## config.mk

```make
export PLATFORM = sky130hd
export DESIGN_NAME = encoder_command_status_bank
export DESIGN_NICKNAME = d
export VERILOG_FILES = /design/src/core/enc_bank_pkg.sv /design/src/core/encoder_command_status_bank.sv
export VERILOG_INCLUDE_DIRS = /design/src /design/src/core
export SDC_FILE = /design/constraint.sdc
export NUM_CORES = 1
export LEC_CHECK = 0
export BUFFER_PORTS_ARGS = -buffer_cell sky130_fd_sc_hd__buf_2
export CAP_MARGIN = 10
export CORE_ASPECT_RATIO = 0.7
export CORE_MARGIN = 4
export CORE_UTILIZATION = 44
export DETAILED_ROUTE_END_ITERATION = 8
export GPL_TIMING_DRIVEN = 0
export MAX_ROUTING_LAYER = met4
export PLACE_DENSITY = 0.75
export RECOVER_POWER = 100
export SKIP_LAST_GASP = 1
export SLEW_MARGIN = 30
export SYNTH_ARGS = -nofsm -noshare
export SYNTH_HDL_FRONTEND = slang
export SYNTH_SLANG_ARGS = --single-unit
```

## constraint.sdc

```tcl
create_clock -name core_clk_i -period 1.6 [get_ports core_clk_i]
set_input_delay 0.4 -clock core_clk_i [delete_from_list [all_inputs] [get_ports core_clk_i]]
set_output_delay 0.4 -clock core_clk_i [all_outputs]
set_load 0.01 [all_outputs]
```

## src/core/enc_bank_regs.svh

```systemverilog
`ifndef ENC_BANK_REGS_SVH
`define ENC_BANK_REGS_SVH

// parameter addresses as seen by the fieldbus master
`define ENC_CMD_ADDR      16'h0958
`define ENC_KIND_ADDR     16'h095a
`define ENC_TEMP_ADDR     16'h095c
`define ENC_VER_ADDR      16'h095e
`define ENC_ERR_ADDR      16'h0960

// command word values
`define ENC_CMD_NONE      16'h0000
`define ENC_CMD_CLR_BATT  16'h0001
`define ENC_CMD_ZERO_REV  16'h0002
`define ENC_CMD_MAX       16'h0002

// feedback kind values
`define ENC_KIND_NONE     16'h0000
`define ENC_KIND_SINGLE   16'h0001
`define ENC_KIND_MULTI    16'h0002

// error word bit positions
`define ENC_ERR_POS_BIT      0
`define ENC_ERR_TEMP_HI_BIT  1
`define ENC_ERR_TEMP_LO_BIT  2
`define ENC_ERR_UNCAL_BIT    3
`define ENC_ERR_SUPPLY_BIT   4
`define ENC_ERR_BATT_BIT     5
`define ENC_ERR_CONFIG_BIT   6
`define ENC_ERR_SYNC_BIT     7
`define ENC_ERR_MT_GEN_BIT   8
`define ENC_ERR_INT_LSB      16
`define ENC_ERR_INT_MSB      23
`define ENC_ERR_FW_HW_BIT    24
`define ENC_ERR_MASK         32'h01ff_01ff

// reset values
`define ENC_CMD_RST       16'h0000
`define ENC_KIND_RST      16'h0000
`define ENC_TEMP_RST      16'h0000
`define ENC_VER_RST       32'h0000_0000
`define ENC_ERR_RST       32'h0000_0000

`endif

```

## src/core/enc_bank_pkg.sv

```systemverilog
package enc_bank_pkg;

  typedef enum logic [1:0] {
    CMD_NONE       = 2'b00,
    CMD_CLR_BATT   = 2'b01,
    CMD_ZERO_TURNS = 2'b10
  } enc_cmd_t;

  typedef enum logic [0:0] {
    ST_IDLE = 1'b0,
    ST_SEND = 1'b1
  } cmd_state_t;

  typedef struct packed {
    logic [7:0] hw;
    logic [7:0] fw_major;
    logic [7:0] fw_minor;
    logic [7:0] fw_patch;
  } enc_version_t;

  typedef struct packed {
    logic       fw_hw_mismatch;
    logic [7:0] internal_err;
    logic       mt_generic;
    logic       sync_err;
    logic       needs_config;
    logic       battery_low;
    logic       supply_low;
    logic       uncalibrated;
    logic       temp_low;
    logic       temp_high;
    logic       pos_untrusted;
  } enc_fault_t;

  typedef struct packed {
    logic [15:0] addr;
    logic        wr;
    logic        rd;
    logic [31:0] wdata;
  } par_req_t;

endpackage : enc_bank_pkg

```

## src/core/encoder_command_status_bank.sv

```systemverilog
`timescale 1ns/1ps
`include "enc_bank_regs.svh"
// Notes on behaviour
// - command word zero: nothing is sent to the encoder, no action taken.
// - writing one asks the encoder to clear its latched battery error.
// - writing two asks the encoder to zero its accumulated revolution count.
// - turn counter overflow alert stays set until the command word gets two.
// - feedback kind reads 0 absent or unknown, 1 single-turn, 2 multi-turn.
// - encoder temperature reads as signed 16-bit degrees; writes cannot change it.
// - version word: hardware in top byte, firmware major, minor, patch below.
// - error bit 0 means returned position values are untrustworthy.
// - error bit 1 flags temperature too high, bit 2 temperature too low.
// - error bit 3 flags missing or corrupt calibration, position undecodable.
// - error bit 4 flags encoder supply below operating level.
// - error bit 5 flags multi-turn battery below three volts.
// - error bit 6 flags multi-turn encoder needing a configuration command.
// - error bit 7 flags multi-turn versus single-turn position sync fault.
// - error bit 8 flags a generic multi-turn module fault.
// - error bits 16 to 23 carry the internal encoder error.
// - error bit 24 flags firmware incompatible with the encoder hardware.
module encoder_command_status_bank
  import enc_bank_pkg::*;
(
  input  wire logic          core_clk_i,
  input  wire logic          rst_n_i,
  input  wire par_req_t      par_req_i,
  output logic [31:0]        par_rdata_o,
  output logic               par_rvalid_o,
  output logic               par_err_o,
  input  wire logic [15:0]   feedback_kind_i,
  input  wire logic [15:0]   enc_temp_i,
  input  wire enc_version_t  enc_version_i,
  input  wire enc_fault_t    enc_fault_i,
  input  wire logic          turn_overflow_i,
  input  wire logic          cmd_ack_i,
  output logic               cmd_valid_o,
  output enc_cmd_t           cmd_code_o,
  output logic               turn_overflow_alert_o
);

  // error word layout from the fault inputs; unused bits forced low
  function automatic logic [31:0] pack_faults(input enc_fault_t f);
    logic [31:0] w;
    w = 32'h0000_0000;
    w[`ENC_ERR_POS_BIT]                  = f.pos_untrusted;
    w[`ENC_ERR_TEMP_HI_BIT]              = f.temp_high;
    w[`ENC_ERR_TEMP_LO_BIT]              = f.temp_low;
    w[`ENC_ERR_UNCAL_BIT]                = f.uncalibrated;
    w[`ENC_ERR_SUPPLY_BIT]               = f.supply_low;
    w[`ENC_ERR_BATT_BIT]                 = f.battery_low;
    w[`ENC_ERR_CONFIG_BIT]               = f.needs_config;
    w[`ENC_ERR_SYNC_BIT]                 = f.sync_err;
    w[`ENC_ERR_MT_GEN_BIT]               = f.mt_generic;
    w[`ENC_ERR_INT_MSB:`ENC_ERR_INT_LSB] = f.internal_err;
    w[`ENC_ERR_FW_HW_BIT]                = f.fw_hw_mismatch;
    return w & `ENC_ERR_MASK;
  endfunction : pack_faults

  // out-of-range kind codes are reported as undetermined feedback
  function automatic logic [15:0] map_kind(input logic [15:0] k);
    return (k > `ENC_KIND_MULTI) ? `ENC_KIND_NONE : k;
  endfunction : map_kind

  logic [15:0] cmd_reg;
  logic [15:0] cmd_next;
  cmd_state_t  state_reg;
  cmd_state_t  state_next;
  logic [15:0] kind_reg;
  logic [15:0] temp_reg;
  logic [31:0] ver_reg;
  logic [31:0] err_reg;
  logic        alert_reg;
  logic        alert_next;
  logic [31:0] rdata_reg;
  logic [31:0] rdata_next;
  logic        rvalid_reg;
  logic        err_out_reg;
  logic        err_out_next;

  // address decode
  wire hit_cmd  = (par_req_i.addr == `ENC_CMD_ADDR);
  wire hit_kind = (par_req_i.addr == `ENC_KIND_ADDR);
  wire hit_temp = (par_req_i.addr == `ENC_TEMP_ADDR);
  wire hit_ver  = (par_req_i.addr == `ENC_VER_ADDR);
  wire hit_err  = (par_req_i.addr == `ENC_ERR_ADDR);
  wire hit_any  = hit_cmd | hit_kind | hit_temp | hit_ver | hit_err;

  // a new command is refused while the previous one is still in flight,
  // so the encoder never sees a code change under a pending request
  wire [15:0] wr_val    = par_req_i.wdata[15:0];
  wire        wr_cmd    = par_req_i.wr & hit_cmd;
  wire        val_ok    = (wr_val <= `ENC_CMD_MAX) & (par_req_i.wdata[31:16] == 16'h0000);
  wire        cmd_taken = wr_cmd & val_ok & (state_reg == ST_IDLE);
  wire        wr_bad    = par_req_i.wr & ~cmd_taken;
  wire        rd_bad    = par_req_i.rd & ~hit_any;
  wire        zero_rev  = cmd_taken & (wr_val == `ENC_CMD_ZERO_REV);

  // command handshake towards the encoder
  always_comb begin
    state_next = state_reg;
    cmd_next   = cmd_reg;
    case (state_reg)
      ST_IDLE: begin
        if (cmd_taken) begin
          cmd_next = wr_val;
          if (wr_val != `ENC_CMD_NONE) begin
            state_next = ST_SEND;
          end
        end
      end
      ST_SEND: begin
        if (cmd_ack_i) begin
          state_next = ST_IDLE;
          cmd_next   = `ENC_CMD_NONE;
        end
      end
      default: begin
        state_next = ST_IDLE;
        cmd_next   = `ENC_CMD_NONE;
      end
    endcase
  end

  // overflow event wins over a clear arriving in the same cycle
  assign alert_next = turn_overflow_i | (alert_reg & ~zero_rev);

  // read mux
  wire [31:0] rd_mux = hit_cmd  ? {16'h0000, cmd_reg} :
                       hit_kind ? {16'h0000, kind_reg} :
                       hit_temp ? {16'h0000, temp_reg} :
                       hit_ver  ? ver_reg :
                       hit_err  ? err_reg : 32'h0000_0000;
  assign rdata_next   = par_req_i.rd ? rd_mux : rdata_reg;
  assign err_out_next = wr_bad | rd_bad;

  always_ff @(posedge core_clk_i or negedge rst_n_i) begin
    if (!rst_n_i) begin
      state_reg <= ST_IDLE;
      cmd_reg   <= `ENC_CMD_RST;
      alert_reg <= 1'b0;
    end else begin
      state_reg <= state_next;
      cmd_reg   <= cmd_next;
      alert_reg <= alert_next;
    end
  end

  // status words follow the encoder inputs; the bus never writes them
  always_ff @(posedge core_clk_i or negedge rst_n_i) begin
    if (!rst_n_i) begin
      kind_reg <= `ENC_KIND_RST;
      temp_reg <= `ENC_TEMP_RST;
      ver_reg  <= `ENC_VER_RST;
      err_reg  <= `ENC_ERR_RST;
    end else begin
      kind_reg <= map_kind(feedback_kind_i);
      temp_reg <= enc_temp_i;
      ver_reg  <= enc_version_i;
      err_reg  <= pack_faults(enc_fault_i);
    end
  end

  always_ff @(posedge core_clk_i or negedge rst_n_i) begin
    if (!rst_n_i) begin
      rdata_reg   <= 32'h0000_0000;
      rvalid_reg  <= 1'b0;
      err_out_reg <= 1'b0;
    end else begin
      rdata_reg   <= rdata_next;
      rvalid_reg  <= par_req_i.rd;
      err_out_reg <= err_out_next;
    end
  end

  assign par_rdata_o           = rdata_reg;
  assign par_rvalid_o          = rvalid_reg;
  assign par_err_o             = err_out_reg;
  assign cmd_valid_o           = (state_reg == ST_SEND);
  assign cmd_code_o            = enc_cmd_t'(cmd_reg[1:0]);
  assign turn_overflow_alert_o = alert_reg;
endmodule : encoder_command_status_bank

```

==> results of run 1 <==
[worst paths after layout]
| kind | endpoint | slack [ps] | from | cells past startpoint |
|---|---|---|---|---|
| min in group asynchronous | temp_reg[5] | 640 | rst_n_i | 2 |
| max reg2reg | cmd_reg[0] | -80 | cmd_valid_o | 5 |
| min reg2reg | cmd_reg[3] | 480 | cmd_reg[3] | 1 |
| max in group asynchronous | cmd_valid_o | 90 | rst_n_i | 3 |
| min | temp_reg[5] | 90 | enc_temp_i[5] | 1 |
| max | cmd_reg[13] | -380 | par_req_i[34] | 7 |
[metrics by stage]
step	cell area (um^2)	hold WS, ps	std cells
finish	7420	87.9	791
global route	7420	71.2	791
CTS	7230	79.4	788
detailed placement	6120	351	731
global placement	6070	457	730
floorplan	5020	104	409
[synth_stat cells (3+ instances only)]
cell type / n
o21ai_0: 28
nand4_1: 5
a21oi_1: 19
nor2_1: 19
clkbuf_1: 12
mux2_2: 5
buf_4: 4
and2_1: 15
buf_2: 3
inv_1: 23
nor4_1: 10
a211o_1: 9
a221oi_1: 3
a31oi_1: 13
nor2b_1: 10
nand3_1: 7
mux2i_1: 3
dfrtp_1: 134
nand2_1: 21
o22ai_1: 17
nand2b_1: 9
[cell families after synthesis]
family / Yosys count
DFF: 134
and+or+nand+nor: 115
AOI/OAI and AO/OA: 96
buffers and inverters: 42
muxes: 8
other: 1
[cell type report]
cell class | count | area share
Clock inverter | 11 | 0.0201
Tap cell | 148 | 0.0249
Timing Repair Buffer | 203 | 0.156
Clock buffer | 21 | 0.0620
Multi-Input combinational cell | 234 | 0.253
Buffer | 17 | 0.0209
Sequential cell | 134 | 0.452
Inverter | 23 | 0.0116
[worst max-delay path, stage by stage]
cell and delay [ps]:
buf_6 90, or4b_4 530, or4_4 490, nor3_4 250
a32oi_4 180, buf_6 180, and2_4 150
[what timing repair did]
item / in CTS / in global routing
hold endpoints to repair: 57 / 0
endpoints found under the setup margin: 51 / 51
setup buffers: 17 / 4
hold buffers: 1 / 0
gates cloned: 8 / 0
pin swaps: 29 / 27
gates resized for setup: 82 / 45
[routing by layer]
layer / vias up / routed length, um
met1: 2023 / 6380
met4: 0 / 104
met5: - / 0
met2: 163 / 7200
li1: 1853 / -
met3: 10 / 1000
[power groups by stage]
stage	Combinational [mW]	Sequential [mW]	Clock [mW]
6_report	0.494	3.57	3.97
5_1_grt	0.549	3.58	4.19
4_1_cts	0.492	3.57	4.04
3_5_place_dp	0.448	3.62	0
3_3_place_gp	0.422	3.62	0
2_1_floorplan	0.116	3.62	0
==> impl_metrics.py, run 1 <==
metrics = {
    "detailed_routing": {
        "vias": 4049,
        "drt_iter0_drc": 225,
        "detail-route-antenna-nets": 0,
        "routed_wl_um": 14700,
        "wl_per_cell_um": 18.6,
        "vias_per_cell": 5.12,
        "drcViolationCount": 0,
        "dr.pass1.iters": 4,
    },
    "synth": {
        "syn-instance-count": 396,
        "synthTopCellsByArea": "dfrtp_1, o21ai_0, o22ai_1, a21oi_1, and2_1",
        "synthArstFlopShare": 1.00,
        "synth-simple-area-share": 0.138,
        "synth-xor-area-share": 0,
        "synth_top_area_share": 0.685,
        "synthAdderAreaFrac": 0,
        "post_synth_num_cell_types": 43,
        "synth_area_leader_cell": "dfrtp_1",
        "synthFlopType": "dfrtp_1",
        "synth_compound_area_frac": 0.122,
        "yosysWarnings": 0,
        "netlist_area_um2": 4890,
        "ys_seq_area_frac": 0.685,
        "synth_seq_cells": 134,
        "synth_top_family_by_area": "simple AND/OR/NAND/NOR gates",
        "synth_edf_count": 0,
        "synth_mux_area_frac": 0.0176,
        "syn_avg_cell_area_um2": 12.4,
    },
    "flow_run": {
        "maxCapViolCount": 0,
    },
    "power": {
        "power_density_nw_per_um2": 1080,
        "p_total_mw": 8.04,
        "power.share.clock": 0.494,
        "p_comb_frac": 0.061,
        "power_switching_mw": 1.77,
        "p_int_mw": 6.27,
        "ir_drop_mv": 0.878,
        "seqPwrFrac": 0.444,
        "swShare": 0.220,
        "p_leak_nw": 3.43,
    },
    "timing": {
        "min_period_ps": 1980,
        "slew_headroom": 0.470,
        "finalWorstSetupSlack_ps": -381,
        "final.setup.tns_ps": -14900,
        "skew_ps": 10.8,
        "setup_violations": 51,
        "fmax_ghz": 0.505,
        "post-route-period-util": 1.24,
        "worst_slew_pin_slew_ps": 795,
        "maxSlewViolCount": 0,
        "hold_viol_final": 0,
        "rsz0062_at_grt": "true",
    },
    "global_routing": {
        "grt-busiest-layer": "met2",
        "grt_max_degree": 78,
        "use_met2": 0.390,
        "grt.total_usage": 0.237,
        "antenna_found_initial": 0,
        "met3_usage": 0.0695,
        "grt_pass1_vias": 4317,
        "grt.overflow.total": 0,
        "met1_usage": 0.302,
        "grt_pass1_wl_um": 22300,
    },
    "critical_path": {
        "endpoint_kind": "flip-flop",
        "path_class": "in2reg",
        "cp_max_fo": 5,
        "critPathRequiredTime_ps": 1890,
        "cp-start-kind": "primary input",
        "arrival_ps": 2270,
    },
    "floorplan": {
        "rows": 31,
        "ios": 174,
        "die_x_um": 134,
        "core-area_um2": 10600,
        "design.die.area_um2": 12900,
        "initial_core_util": 0.462,
        "die_h_um": 96.2,
    },
    "final_layout": {
        "multiInputGateArea_um2": 1880,
        "ff_latch_area_um2": 3350,
        "n_antenna_cell": 0,
        "final_common_cell": "dfrtp_1",
        "drive_above_1_share": 0.442,
        "area_growth_pct": 51.7,
        "postLayoutCoreUtil": 0.701,
        "fin_nets": 766,
        "most-common-layout-cells": "dfrtp_1, buf_2, clkbuf_1",
        "fillers": 758,
    },
    "clock_tree": {
        "h-tree-depth": 4,
        "cts.sinks": 134,
        "clkLatencyLatePin_ps": 410,
        "root_buffer": "clkbuf_16",
        "numCtsBuffers": 17,
        "path_clk_slew_ps": 60,
        "clockBufferDepth": 2,
        "cts_tree": "yes",
    },
    "hold_path": {
        "hold_class": "in2reg",
    },
    "placement": {
        "hpwlAfterDp_um": 9490,
        "io_buffers": 173,
        "dp_slack_ps": -1030,
        "routabilityCongestion": 0.829,
    },
    "run_status": {
        "status": "finished, violations left",
        "violations": "setup timing",
    },
}
Note: power is estimated with default switching activity, not from simulation.
==> run 2: changes to the inputs <==
Settings changed: REMOVE_ABC_BUFFERS from default to 1.
==> impl_metrics.py, run 2 (synthesized netlist as in run 1, its figures left out) <==
metrics = {
    "run_status": {
        "status": "finished, violations left",
        "violations": "setup timing",
    },
    "critical_path": {
        "reg2regPathDepth": 5,
        "critPathRequiredTime_ps": 1890,
        "slowest_delay_ps": 540,
        "cp_max_fo": 5,
        "slowest_stage": "or4b_4",
        "crit_start": "par_req_i[36]",
        "arrival_ps": 2270,
        "r2r_slack_ps": -260,
        "cp_num_cells": 8,
        "crit_chain": "buf_8, or4b_4, or4_4, buf_4, nor3_4, buf_6, a211o_1, a21oi_2",
        "crit_end": "par_rdata_o[8]",
        "path_class": "in2reg",
        "cp-start-kind": "primary input",
        "critPathTopFamily": "simple AND/OR/NAND/NOR gates",
        "endpoint_kind": "flip-flop",
        "worst-path-buf-inv": 3,
        "r2r-end": "cmd_reg[0]",
        "rr_startpoint": "cmd_valid_o",
    },
    "power": {
        "power.share.clock": 0.526,
        "p_total_mw": 8.65,
        "p_comb_frac": 0.062,
        "p_leak_nw": 3.64,
        "power_density_nw_per_um2": 1150,
        "power_switching_mw": 1.78,
        "swShare": 0.206,
        "seqPwrFrac": 0.412,
        "p_int_mw": 6.87,
        "ir_drop_mv": 0.753,
    },
    "final_layout": {
        "most-common-layout-cells": "buf_2, dfrtp_1, buf_4",
        "fillers": 721,
        "drive_above_1_share": 0.499,
        "fin_nets": 769,
        "area_growth_pct": 53.6,
        "final_common_cell": "buf_2",
    },
    "placement": {
        "hpwlAfterDp_um": 9020,
        "io_buffers": 173,
        "routabilityCongestion": 0.825,
        "dp_slack_ps": -1540,
    },
    "detailed_routing": {
        "vias": 4185,
        "routed_wl_um": 16000,
        "detail-route-antenna-nets": 0,
        "dr.pass1.iters": 4,
        "wl_per_cell_um": 20.1,
        "vias_per_cell": 5.27,
        "drcViolationCount": 0,
        "drt_iter0_drc": 192,
    },
    "floorplan": {
        "ios": 174,
        "design.die.area_um2": 12900,
        "die_x_um": 134,
        "core-area_um2": 10600,
        "initial_core_util": 0.462,
        "die_h_um": 96.2,
        "rows": 31,
    },
    "clock_tree": {
        "numCtsBuffers": 17,
        "clockBufferDepth": 2,
        "cts.sinks": 134,
        "h-tree-depth": 4,
        "clkLatencyLatePin_ps": 410,
        "path_clk_slew_ps": 60,
        "cts_tree": "yes",
        "root_buffer": "clkbuf_16",
    },
    "timing": {
        "hold_viol_final": 0,
        "skew_ps": 7.69,
        "rsz0062_at_grt": "true",
        "post-route-period-util": 1.24,
        "slew_headroom": 0.475,
        "worst_slew_pin_slew_ps": 787,
        "setup_violations": 51,
        "finalWorstSetupSlack_ps": -383,
        "min_period_ps": 1980,
        "fmax_ghz": 0.504,
        "maxSlewViolCount": 0,
    },
    "global_routing": {
        "grt.total_usage": 0.249,
        "grt_pass1_vias": 4430,
        "antenna_found_initial": 1,
        "grt.overflow.total": 0,
        "grt_pass1_wl_um": 23000,
        "grt_max_degree": 70,
    },
    "hold_path": {
        "hold_class": "in2reg",
        "hp-start": "enc_temp_i[10]",
    },
    "flow_run": {
        "maxCapViolCount": 0,
    },
}
[run 2: cell types whose count changed in the layout (fill, tap and decap cells not counted), moves of 4 or more]
cell       previous run  this run
a21oi_2               3         8
bufinv_16             3         7
nand2_1              14        10
and2_4               11         5
a21oi_1              16        11
clkbuf_1             48         0
buf_2               129       166
buf_4                19        28
a31oi_1               5        13
a31oi_4               8         0
and2_1                4        13
[run 2: worst min-delay path by stage]
stage,end,cells after the start
2_1_floorplan,cmd_reg[0],0
3_3_place_gp,par_rdata_o[31],2
3_5_place_dp,temp_reg[2],1
4_1_cts,temp_reg[10],1
5_1_grt,err_reg[17],1
6_report,temp_reg[10],1
[run 2: stage by stage]
stage	utilization	hold WS (ps)	cell area, um^2	setup TNS [ps]	cells
finish	0.710	88.3	7520	-14110	794
global route	0.710	72.2	7520	-15670	794
CTS	0.686	74.6	7260	-14750	777
detailed placement	0.564	383	5970	-61010	713
global placement	0.557	447	5900	-295810	711
floorplan	-	104	4850	-39700	390
[run 2: area by class of cell]
class                      count  area (um^2)  area share
sequential                   134         3350       0.446
multi-input combinational    240         1830       0.244
tap                          148          185      0.0246
inverter                      23         86.3      0.0115
clock buffer                  18          439      0.0584
antenna                        1         2.50    0.000333
timing repair buffer         217         1360       0.181
clock inverter                13          251      0.0335
[run 2: power by group through the flow]
stage	sequential, mW	combinational, mW	clock [mW]
floorplan	3.62	0.0877	0
global placement	3.61	0.407	0
detailed placement	3.62	0.435	0
CTS	3.56	0.498	4.60
global route	3.58	0.585	4.78
finish	3.57	0.533	4.55
[run 2: layer usage]
metal	track usage	routed length, um
met5	-	0
met4	0.0941	376
met3	0.0637	996
met2	0.409	7870
met1	0.303	6720
[run 2: what timing repair did]
item,4_1_cts,5_1_grt
hold buffers,1,0
pin swaps,46,42
resized for setup,74,37
hold endpoints to repair,68,0
setup buffers,25,16
gates cloned,7,1
endpoints found under the setup margin,51,51
[run 2: worst register-to-register path, cell delays in order (launching register included)]
cell and delay [ps]:
dfrtp_2 430, nor4b_4 300, nand4_1 200, nor2_4 250, nand4_1 220, mux2_2 350
